**src/design/comparator_pkg.sv**
```systemverilog
// Shared constants and types for the comparator event control block
package comparator_pkg;

	// ----------------------------------------------------------------
	// Control/status register layout
	// ----------------------------------------------------------------
	localparam int unsigned  CSR_WIDTH         = 8;
	localparam int unsigned  BIT_POWER_OFF     = 7;
	localparam int unsigned  BIT_RESERVED_HIGH = 6;
	localparam int unsigned  BIT_RESULT        = 5;
	localparam int unsigned  BIT_EVENT_FLAG    = 4;
	localparam int unsigned  BIT_IRQ_ENABLE    = 3;
	localparam int unsigned  BIT_RESERVED_LOW  = 2;
	localparam int unsigned  BIT_SELECT_HIGH   = 1;
	localparam int unsigned  BIT_SELECT_LOW    = 0;
	localparam logic [2:0]   INDEX_EVENT_FLAG  = 3'h4;
	localparam logic [7:0]   CSR_RESET_VALUE   = 8'h00;

	// ----------------------------------------------------------------
	// Event-select encodings and reset values
	// ----------------------------------------------------------------
	localparam logic [1:0]   SEL_TOGGLE        = 2'h0;
	localparam logic [1:0]   SEL_RESERVED      = 2'h1;
	localparam logic [1:0]   SEL_FALLING       = 2'h2;
	localparam logic [1:0]   SEL_RISING        = 2'h3;
	localparam logic [1:0]   SELECT_RESET      = 2'h0;
	localparam logic         BIT_RESET         = 1'b0;

	// Resolution of the sampled analog levels at the two comparator pins
	localparam int unsigned  ANALOG_WIDTH      = 10;

	// Cycles from a steady comparator level to the filtered result
	localparam int unsigned  SYNC_LATENCY      = 4;

	// ----------------------------------------------------------------
	// Register access request from the processor core
	// ----------------------------------------------------------------
	typedef struct packed {
		logic       write;     // One-cycle write strobe
		logic       bit_op;    // Write comes from a single-bit set/clear instruction
		logic [2:0] bit_index; // Bit touched by a single-bit instruction
		logic       bit_value; // Value a single-bit instruction puts there
		logic [7:0] wdata;     // Full byte for an ordinary write
	} reg_req_s;

endpackage : comparator_pkg

```
**src/design/comparator_event_control.sv**
```systemverilog
// Control, status and event logic around the on-chip analog comparator
`timescale 1ns/10ps

// What this block does
// Result is high when positive input exceeds negative input, else low.
// Bit 5 reads the comparator result live, never latched.
// Bit 7 powers the comparator off; settable at any time.
// Software clears the interrupt enable before changing the power-off bit.
// Event flag in bit 4 sets on a transition matching the selected edge.
// Interrupt requested only with flag, local enable and global enable set.
// Entering the comparator interrupt vector clears the event flag.
// Writing one to the flag clears it; writing zero leaves it.
// Single-bit instruction on another bit writes flag back, clearing it.
// Bit 3 enables the interrupt; flag still sets when it is zero.
// Select 00 toggle, 01 reserved, 10 falling, 11 rising.
// Reserved bits 6 and 2 always read as zero.
// Software clears the interrupt enable before changing event select.
// Positive input is port B pin zero, negative is port B pin one.
// Software makes both pins inputs with pull-ups off.
// Result passes a synchroniser; edges compare against the previous sample.
// Reset clears power-off, flag, enable and event select.
module comparator_event_control #(
	parameter int unsigned ANALOG_BITS = comparator_pkg::ANALOG_WIDTH
) (
	// Clock and reset
	input  wire logic                       clk_in,
	input  wire logic                       resetn_in,
	// Sampled levels on port B pin zero (positive) and pin one (negative)
	input  wire logic [ANALOG_BITS-1:0]     positive_analog_input_in,
	input  wire logic [ANALOG_BITS-1:0]     negative_analog_input_in,
	// Register access from the core
	input  wire comparator_pkg::reg_req_s   reg_req_in,
	output logic [7:0]                      reg_rdata_out,
	// Interrupt handshake with the core
	input  wire logic                       global_irq_enable_in,
	input  wire logic                       vector_taken_in,
	output logic                            irq_request_out,
	// Analog front end control and filtered result
	output logic                            comparator_power_off_out,
	output logic                            comparator_result_out
);
	import comparator_pkg::*;

	// ----------------------------------------------------------------
	// Elaboration check
	// ----------------------------------------------------------------
	if (ANALOG_BITS < 1) begin : g_bad_width
		$error("ANALOG_BITS must be at least one");
	end

	// ----------------------------------------------------------------
	// State
	// ----------------------------------------------------------------
	logic       comparator_power_off;
	logic       comparator_event_flag;
	logic       comparator_irq_enable;
	logic [1:0] event_select;
	logic       level;
	logic       prev_level;
	logic       raw_compare;
	logic       event_hit;
	logic       flag_clear;
	logic [7:0] read_image;
	logic [7:0] write_image;

	// ----------------------------------------------------------------
	// Comparator and synchroniser
	// ----------------------------------------------------------------

	// An unpowered comparator reads low rather than floating
	assign raw_compare = !comparator_power_off
		&& (positive_analog_input_in > negative_analog_input_in);

	// Three sampling flops and an agreement output flop filter the asynchronous comparator output
	comparator_sync u_sync (
		.clk_in    (clk_in),
		.resetn_in (resetn_in),
		.async_in  (raw_compare),
		.level_out (level)
	);

	// Previous filtered sample for edge detection
	always_ff @(posedge clk_in or negedge resetn_in) begin
		if (!resetn_in) begin
			prev_level <= 1'b0;
		end else begin
			prev_level <= level;
		end
	end

	// ----------------------------------------------------------------
	// Edge decode
	// ----------------------------------------------------------------

	// Reserved select never fires, so a stray setting is harmless
	always_comb begin
		case (event_select)
			SEL_TOGGLE:   event_hit = level ^ prev_level;
			SEL_FALLING:  event_hit = !level && prev_level;
			SEL_RISING:   event_hit = level && !prev_level;
			SEL_RESERVED: event_hit = 1'b0;
			default:      event_hit = 1'b0;
		endcase
	end

	// ----------------------------------------------------------------
	// Register image and write decode
	// ----------------------------------------------------------------

	// Live view of the register; reserved bits are tied low
	always_comb begin
		read_image                    = 8'h00;
		read_image[BIT_POWER_OFF]     = comparator_power_off;
		read_image[BIT_RESULT]        = level;
		read_image[BIT_EVENT_FLAG]    = comparator_event_flag;
		read_image[BIT_IRQ_ENABLE]    = comparator_irq_enable;
		read_image[BIT_SELECT_HIGH]   = event_select[1];
		read_image[BIT_SELECT_LOW]    = event_select[0];
	end

	// A single-bit instruction rewrites the whole byte it just read
	always_comb begin
		write_image = reg_req_in.wdata;
		if (reg_req_in.bit_op) begin
			write_image                       = read_image;
			write_image[reg_req_in.bit_index] = reg_req_in.bit_value;
		end
	end

	// Vector entry or a one written to the flag position clears it
	assign flag_clear = vector_taken_in
		|| (reg_req_in.write && write_image[BIT_EVENT_FLAG]);

	// ----------------------------------------------------------------
	// Control bits
	// ----------------------------------------------------------------

	// Software may change these at any time; it guards its own interrupts
	always_ff @(posedge clk_in or negedge resetn_in) begin
		if (!resetn_in) begin
			comparator_power_off  <= BIT_RESET;
			comparator_irq_enable <= BIT_RESET;
			event_select          <= SELECT_RESET;
		end else if (reg_req_in.write) begin
			comparator_power_off  <= write_image[BIT_POWER_OFF];
			comparator_irq_enable <= write_image[BIT_IRQ_ENABLE];
			event_select          <= write_image[BIT_SELECT_HIGH:BIT_SELECT_LOW];
		end
	end

	// ----------------------------------------------------------------
	// Event flag
	// ----------------------------------------------------------------

	// A new event wins over a clear in the same cycle so none is lost
	always_ff @(posedge clk_in or negedge resetn_in) begin
		if (!resetn_in) begin
			comparator_event_flag <= BIT_RESET;
		end else if (event_hit) begin
			comparator_event_flag <= 1'b1;
		end else if (flag_clear) begin
			comparator_event_flag <= 1'b0;
		end
	end

	// ----------------------------------------------------------------
	// Outputs
	// ----------------------------------------------------------------

	// Read data and request are registered, one cycle behind the state
	always_ff @(posedge clk_in or negedge resetn_in) begin
		if (!resetn_in) begin
			reg_rdata_out   <= CSR_RESET_VALUE;
			irq_request_out <= 1'b0;
		end else begin
			reg_rdata_out   <= read_image;
			irq_request_out <= comparator_event_flag && comparator_irq_enable
				&& global_irq_enable_in;
		end
	end

	assign comparator_power_off_out = comparator_power_off; // Flop, drives the analog supply switch
	assign comparator_result_out    = level;                // Flop inside the synchroniser

	// ----------------------------------------------------------------
	// Assertions
	// ----------------------------------------------------------------

	property p_compare_high;
		@(posedge clk_in) disable iff (!resetn_in)
		(!comparator_power_off && positive_analog_input_in > negative_analog_input_in) [*5] |-> level;
	endproperty
	a_compare_high: assert property (p_compare_high) else $error("result not high for higher input");

	property p_power_off_low;
		@(posedge clk_in) disable iff (!resetn_in)
		comparator_power_off [*5] |-> !level;
	endproperty
	a_power_off_low: assert property (p_power_off_low) else $error("powered-off comparator reads high");

	property p_result_view;
		@(posedge clk_in) disable iff (!resetn_in)
		##1 reg_rdata_out[BIT_RESULT] == $past(level);
	endproperty
	a_result_view: assert property (p_result_view) else $error("result bit does not follow comparator");

	property p_reserved_zero;
		@(posedge clk_in) disable iff (!resetn_in)
		!reg_rdata_out[BIT_RESERVED_HIGH] && !reg_rdata_out[BIT_RESERVED_LOW];
	endproperty
	a_reserved_zero: assert property (p_reserved_zero) else $error("reserved bit reads nonzero");

	property p_rising_sets;
		@(posedge clk_in) disable iff (!resetn_in)
		(event_select == SEL_RISING && level && !prev_level) |=> comparator_event_flag ##1
			reg_rdata_out[BIT_EVENT_FLAG];
	endproperty
	a_rising_sets: assert property (p_rising_sets) else $error("rising edge did not set flag");

	property p_reserved_mode;
		@(posedge clk_in) disable iff (!resetn_in)
		(event_select == SEL_RESERVED && !comparator_event_flag && !reg_req_in.write) |=> !comparator_event_flag;
	endproperty
	a_reserved_mode: assert property (p_reserved_mode) else $error("reserved select raised flag");

	property p_irq_request;
		@(posedge clk_in) disable iff (!resetn_in)
		##1 irq_request_out == ($past(comparator_event_flag) && $past(comparator_irq_enable)
			&& $past(global_irq_enable_in));
	endproperty
	a_irq_request: assert property (p_irq_request) else $error("interrupt request mismatch");

	property p_vector_clear;
		@(posedge clk_in) disable iff (!resetn_in)
		(vector_taken_in && !event_hit) |=> !comparator_event_flag ##1 !irq_request_out;
	endproperty
	a_vector_clear: assert property (p_vector_clear) else $error("vector entry left flag set");

	property p_write_one_clears;
		@(posedge clk_in) disable iff (!resetn_in)
		(reg_req_in.write && !reg_req_in.bit_op && reg_req_in.wdata[BIT_EVENT_FLAG] && !event_hit)
			|=> !comparator_event_flag;
	endproperty
	a_write_one_clears: assert property (p_write_one_clears) else $error("write one did not clear flag");

	property p_write_zero_keeps;
		@(posedge clk_in) disable iff (!resetn_in)
		(reg_req_in.write && !reg_req_in.bit_op && !reg_req_in.wdata[BIT_EVENT_FLAG]
			&& !vector_taken_in && comparator_event_flag) |=> comparator_event_flag;
	endproperty
	a_write_zero_keeps: assert property (p_write_zero_keeps) else $error("write zero cleared flag");

	property p_bit_op_clears;
		@(posedge clk_in) disable iff (!resetn_in)
		(reg_req_in.write && reg_req_in.bit_op && reg_req_in.bit_index != INDEX_EVENT_FLAG
			&& comparator_event_flag && !event_hit) |=> !comparator_event_flag;
	endproperty
	a_bit_op_clears: assert property (p_bit_op_clears) else $error("bit instruction kept pending flag");

	property p_disabled_flag_sets;
		@(posedge clk_in) disable iff (!resetn_in)
		(event_hit && !comparator_irq_enable && !(reg_req_in.write && write_image[BIT_IRQ_ENABLE]))
			|=> comparator_event_flag ##1 !irq_request_out;
	endproperty
	a_disabled_flag_sets: assert property (p_disabled_flag_sets) else $error("disabled flag or request wrong");

endmodule : comparator_event_control

```
**src/design/comparator_sync.sv**
```systemverilog
// Three-stage synchroniser with agreement filter for the comparator level
`timescale 1ns/10ps

module comparator_sync (
	// Clock and reset
	input  wire logic clk_in,
	input  wire logic resetn_in,
	// Asynchronous level and its filtered copy
	input  wire logic async_in,
	output logic      level_out
);

	// ----------------------------------------------------------------
	// Sampling chain
	// ----------------------------------------------------------------
	logic stage1;
	logic stage2;
	logic stage3;

	// Only stage2 reads stage1, keeping the metastable flop isolated
	always_ff @(posedge clk_in or negedge resetn_in) begin
		if (!resetn_in) begin
			stage1 <= 1'b0;
			stage2 <= 1'b0;
			stage3 <= 1'b0;
		end else begin
			stage1 <= async_in;
			stage2 <= stage1;
			stage3 <= stage2;
		end
	end

	// A change counts once the second and third stage agree
	always_ff @(posedge clk_in or negedge resetn_in) begin
		if (!resetn_in) begin
			level_out <= 1'b0;
		end else if (stage2 == stage3) begin
			level_out <= stage3;
		end
	end

endmodule : comparator_sync
```
**config.mk**
```make
export PLATFORM = sky130hd
export DESIGN_NAME = comparator_event_control
export DESIGN_NICKNAME = d
export VERILOG_FILES = /design/src/design/comparator_pkg.sv /design/src/design/comparator_event_control.sv /design/src/design/comparator_sync.sv
export SDC_FILE = /design/constraint.sdc
export NUM_CORES = 1
export LEC_CHECK = 0
export BUFFER_PORTS_ARGS = -buffer_cell sky130_fd_sc_hd__buf_2
export CORE_AREA = 10 10 57 59
export DETAILED_ROUTE_END_ITERATION = 8
export DIE_AREA = 0 0 67 69
export PLACE_DENSITY_LB_ADDON = 0.25
export SYNTH_ARGS = -nofsm -noshare
export SYNTH_HDL_FRONTEND = slang
export SYNTH_SLANG_ARGS = --single-unit
```
**constraint.sdc**
```tcl
create_clock -name clk_in -period 1.2 [get_ports clk_in]
set_input_delay 0.12 -clock clk_in [delete_from_list [all_inputs] [get_ports clk_in]]
set_output_delay 0.12 -clock clk_in [all_outputs]
set_load 0.02 [all_outputs]
```
==> impl_metrics.yaml <==
clock_tree:
  cts_max_level: 1
  clock_insertion_delay_worst_skew_ns: 0.28
  cts_hold_buf: 1
  cts-buffers-inserted: 3
  cts.sinks: 16
  post-cts-setup-buffers: 0
  clockBufferDepth: 2
  clk_pin_slew_ns: 0.09
  postCtsResizedCells: 0
  tritoncts: "done"
  cts_root_buffer: "sky130_fd_sc_hd__clkbuf_4"
hold_path:
  min_delay_path_depth: 2
  hold_path_end: "irq_request_out"
  hold_path.class: "in -> reg"
  hold_start: "global_irq_enable_in"
sta:
  maxSlewViolCount: 0
  finClkSkew_ns: 0.00240
  rsz0062_at_grt: "no"
  final.min_clock_period_ns: 1.08
  final_min_period_over_clock_period_pct: 89.9
  setup_viol: 0
  finalWorstSetupSlack_ns: 0.121
  fin_setup_tns_ns: 0
  final_hold_viol_count: 0
  max_freq_ghz: 0.927
grt:
  antenna_found_initial: 0
  grt_pass1_wl_microns: 3620
  global_route.usage.total_pct: 9.62
  grt_start_max_net_pins: 17
  grt.overflow.total: 0
  grt_pass1_vias: 869
placed_design:
  hpwl_after_detailed_placement_microns: 1880
  minimum_setup_slack_after_placement_ns: -0.0806
  postPlaceCellArea_sq_um: 1150
  buffer_ports.inserted: 43
  gp_routability_congestion: 0.734
floorplanning:
  core-area_sq_um: 2150
  placement_rows: 17
  floorplan.io_pins: 49
  design.die.area_sq_um: 4620
  width_of_the_die_microns: 67
  die-height_microns: 69
  floorplan.initialDensity_pct: 43.2
finish:
  area.sequential_sq_um: 400
  final_nets: 195
  area_growth_syn_to_layout_pct: 29.4
  final_cell_mix: "sky130_fd_sc_hd__buf_2, sky130_fd_sc_hd__inv_1, sky130_fd_sc_hd__dfrtp_1"
  multiInputGateArea_sq_um: 437
  n_antenna_cell: 0
  mostFrequentLayoutCell: "sky130_fd_sc_hd__buf_2"
  final.fill_count: 216
  utilization_pct: 55.9
  layout-drive-gt1-share_pct: 34.0
  final_cell_area_sq_um: 1200
synthesis:
  yosys-top-cells-area: "sky130_fd_sc_hd__dfrtp_1, sky130_fd_sc_hd__ha_1, sky130_fd_sc_hd__inv_1"
  synth_warnings: 0
  count_of_flip_flops_with_a_built_in_enable_after_synthesis: 0
  avgSynthCellArea_sq_um: 9.38
  synth_sequential_area_ratio_pct: 43.1
  yosys.area.top_type: "sky130_fd_sc_hd__dfrtp_1"
  async_reset_ff_share_pct: 100
  synth_flop_cell: "sky130_fd_sc_hd__dfrtp_1"
  area_of_the_mapped_netlist_sq_um: 928
  yosysUniqueCellTypes: 27
  synth_largest_type_area_fraction_pct: 43.1
  number_of_register_bits_inferred_by_synthesis: 16
  post_synth_inst_count: 99
worst_setup_path:
  cp-end-kind: "output pin"
  startpoint_type: "flip-flop"
  cp_data_required_time_ns: 1.08
  cp.arrival_ns: 0.96
  critical_path.startpoint: "u_sync.level_out"
  rrSetupSlack_ns: 0.16
  path_max_fanout: 4
  critical_path_class: "reg -> out"
  timing.rr.start: "reg_rdata_out[5]"
  ff2ff_path_depth: 4
  critical_path.reg2reg.endpoint: "comparator_event_flag"
detailed_routing:
  wirelength_microns: 2130
  antenna_left: 0
  viasPerCell: 4.74
  initialDrtViolationCount: 14
  detail_route.drc_violations: 0
  drt-pass1-iter-count: 4
  wire_per_inst_microns: 12.4
  dr_total_vias: 816
power_and_ir_drop:
  design_power_total_uw: 1360
  p_per_area_nw_per_um2: 1140
  total_leakage_power_uw: 0.000675
  irDropWorstVdd_mv: 0.595
status:
  outcome: "complete, no violations"
run:
  drv_cap: 0
==> layout make-up <==
class | instances | area share [%]
tap | 28 | 2.92
multi-input combinational | 63 | 36.4
timing repair buffer | 45 | 19.4
inverter | 16 | 5.00
sequential | 16 | 33.3
clock buffer | 4 | 3.02
==> critical path, stage by stage, from the launching register on <==
cell	delay [ns]
sky130_fd_sc_hd__dfrtp_1	0.38
sky130_fd_sc_hd__buf_4	0.14
sky130_fd_sc_hd__buf_2	0.15
==> state kept, by name (all words and copies together), names as in the netlist <==
name                      count
u_sync.level_out              1
reg_rdata_out                 6
comparator_power_off_out      1
irq_request_out               1
u_sync.stage2                 1
comparator_irq_enable         1
u_sync.stage3                 1
u_sync.stage1                 1
event_select                  2
comparator_event_flag         1
==> worst max-delay path by stage <==
stage          depth (start not counted)                     to
6_report                               2  comparator_result_out
5_1_grt                                5  comparator_event_flag
3_5_place_dp                           7          u_sync.stage1
4_1_cts                                2  comparator_result_out
3_3_place_gp                           7          u_sync.stage1
2_1_floorplan                          5  comparator_event_flag
==> report_power, final <==
part | switching, uW | internal (uW) | total [uW]
clock network | 160 | 185 | 345
logic | 196 | 160 | 357
registers | 42.8 | 620 | 662
total | 399 | 964 | 1360
==> metrics by stage <==
stage,std cells,hold slack (ns)
CTS,172,0.0668
detailed placement,167,0.0415
global placement,167,0.0382
floorplan,100,-0.176
finish,172,0.0769
global route,172,0.0829
==> metal layers <==
metal / global-route usage [%] / part of all wire [%] / vias up
li1: - / - / 422
met4: 5.43 / 1.4 / 0
met2: 15.9 / 52 / 26
met5: 0 / 0 / -
met1: 10.3 / 38 / 366
met3: 3.06 / 8.2 / 2
==> Yosys cell counts (2+ instances only) <==
cell                      count
sky130_fd_sc_hd__ha_1        12
sky130_fd_sc_hd__buf_4        4
sky130_fd_sc_hd__inv_1       16
sky130_fd_sc_hd__a22o_1       2
sky130_fd_sc_hd__dfrtp_1     16
sky130_fd_sc_hd__nand3_1      3
sky130_fd_sc_hd__nor2_1       2
sky130_fd_sc_hd__o22ai_1      2
sky130_fd_sc_hd__nand2_1      7
sky130_fd_sc_hd__nor2b_1      3
sky130_fd_sc_hd__a21oi_1      9
sky130_fd_sc_hd__o21ai_0      8
==> cells by family after synthesis <==
group | Yosys count | synth area share (%)
AOI/OAI and AO/OA | 25 | 15.6
adders and majority gates | 13 | 17.3
buffers and inverters | 21 | 10.2
DFF | 16 | 43.1
other | 1 | 0.404
and+or+nand+nor | 23 | 13.3
(Power assumes the default switching activity.)
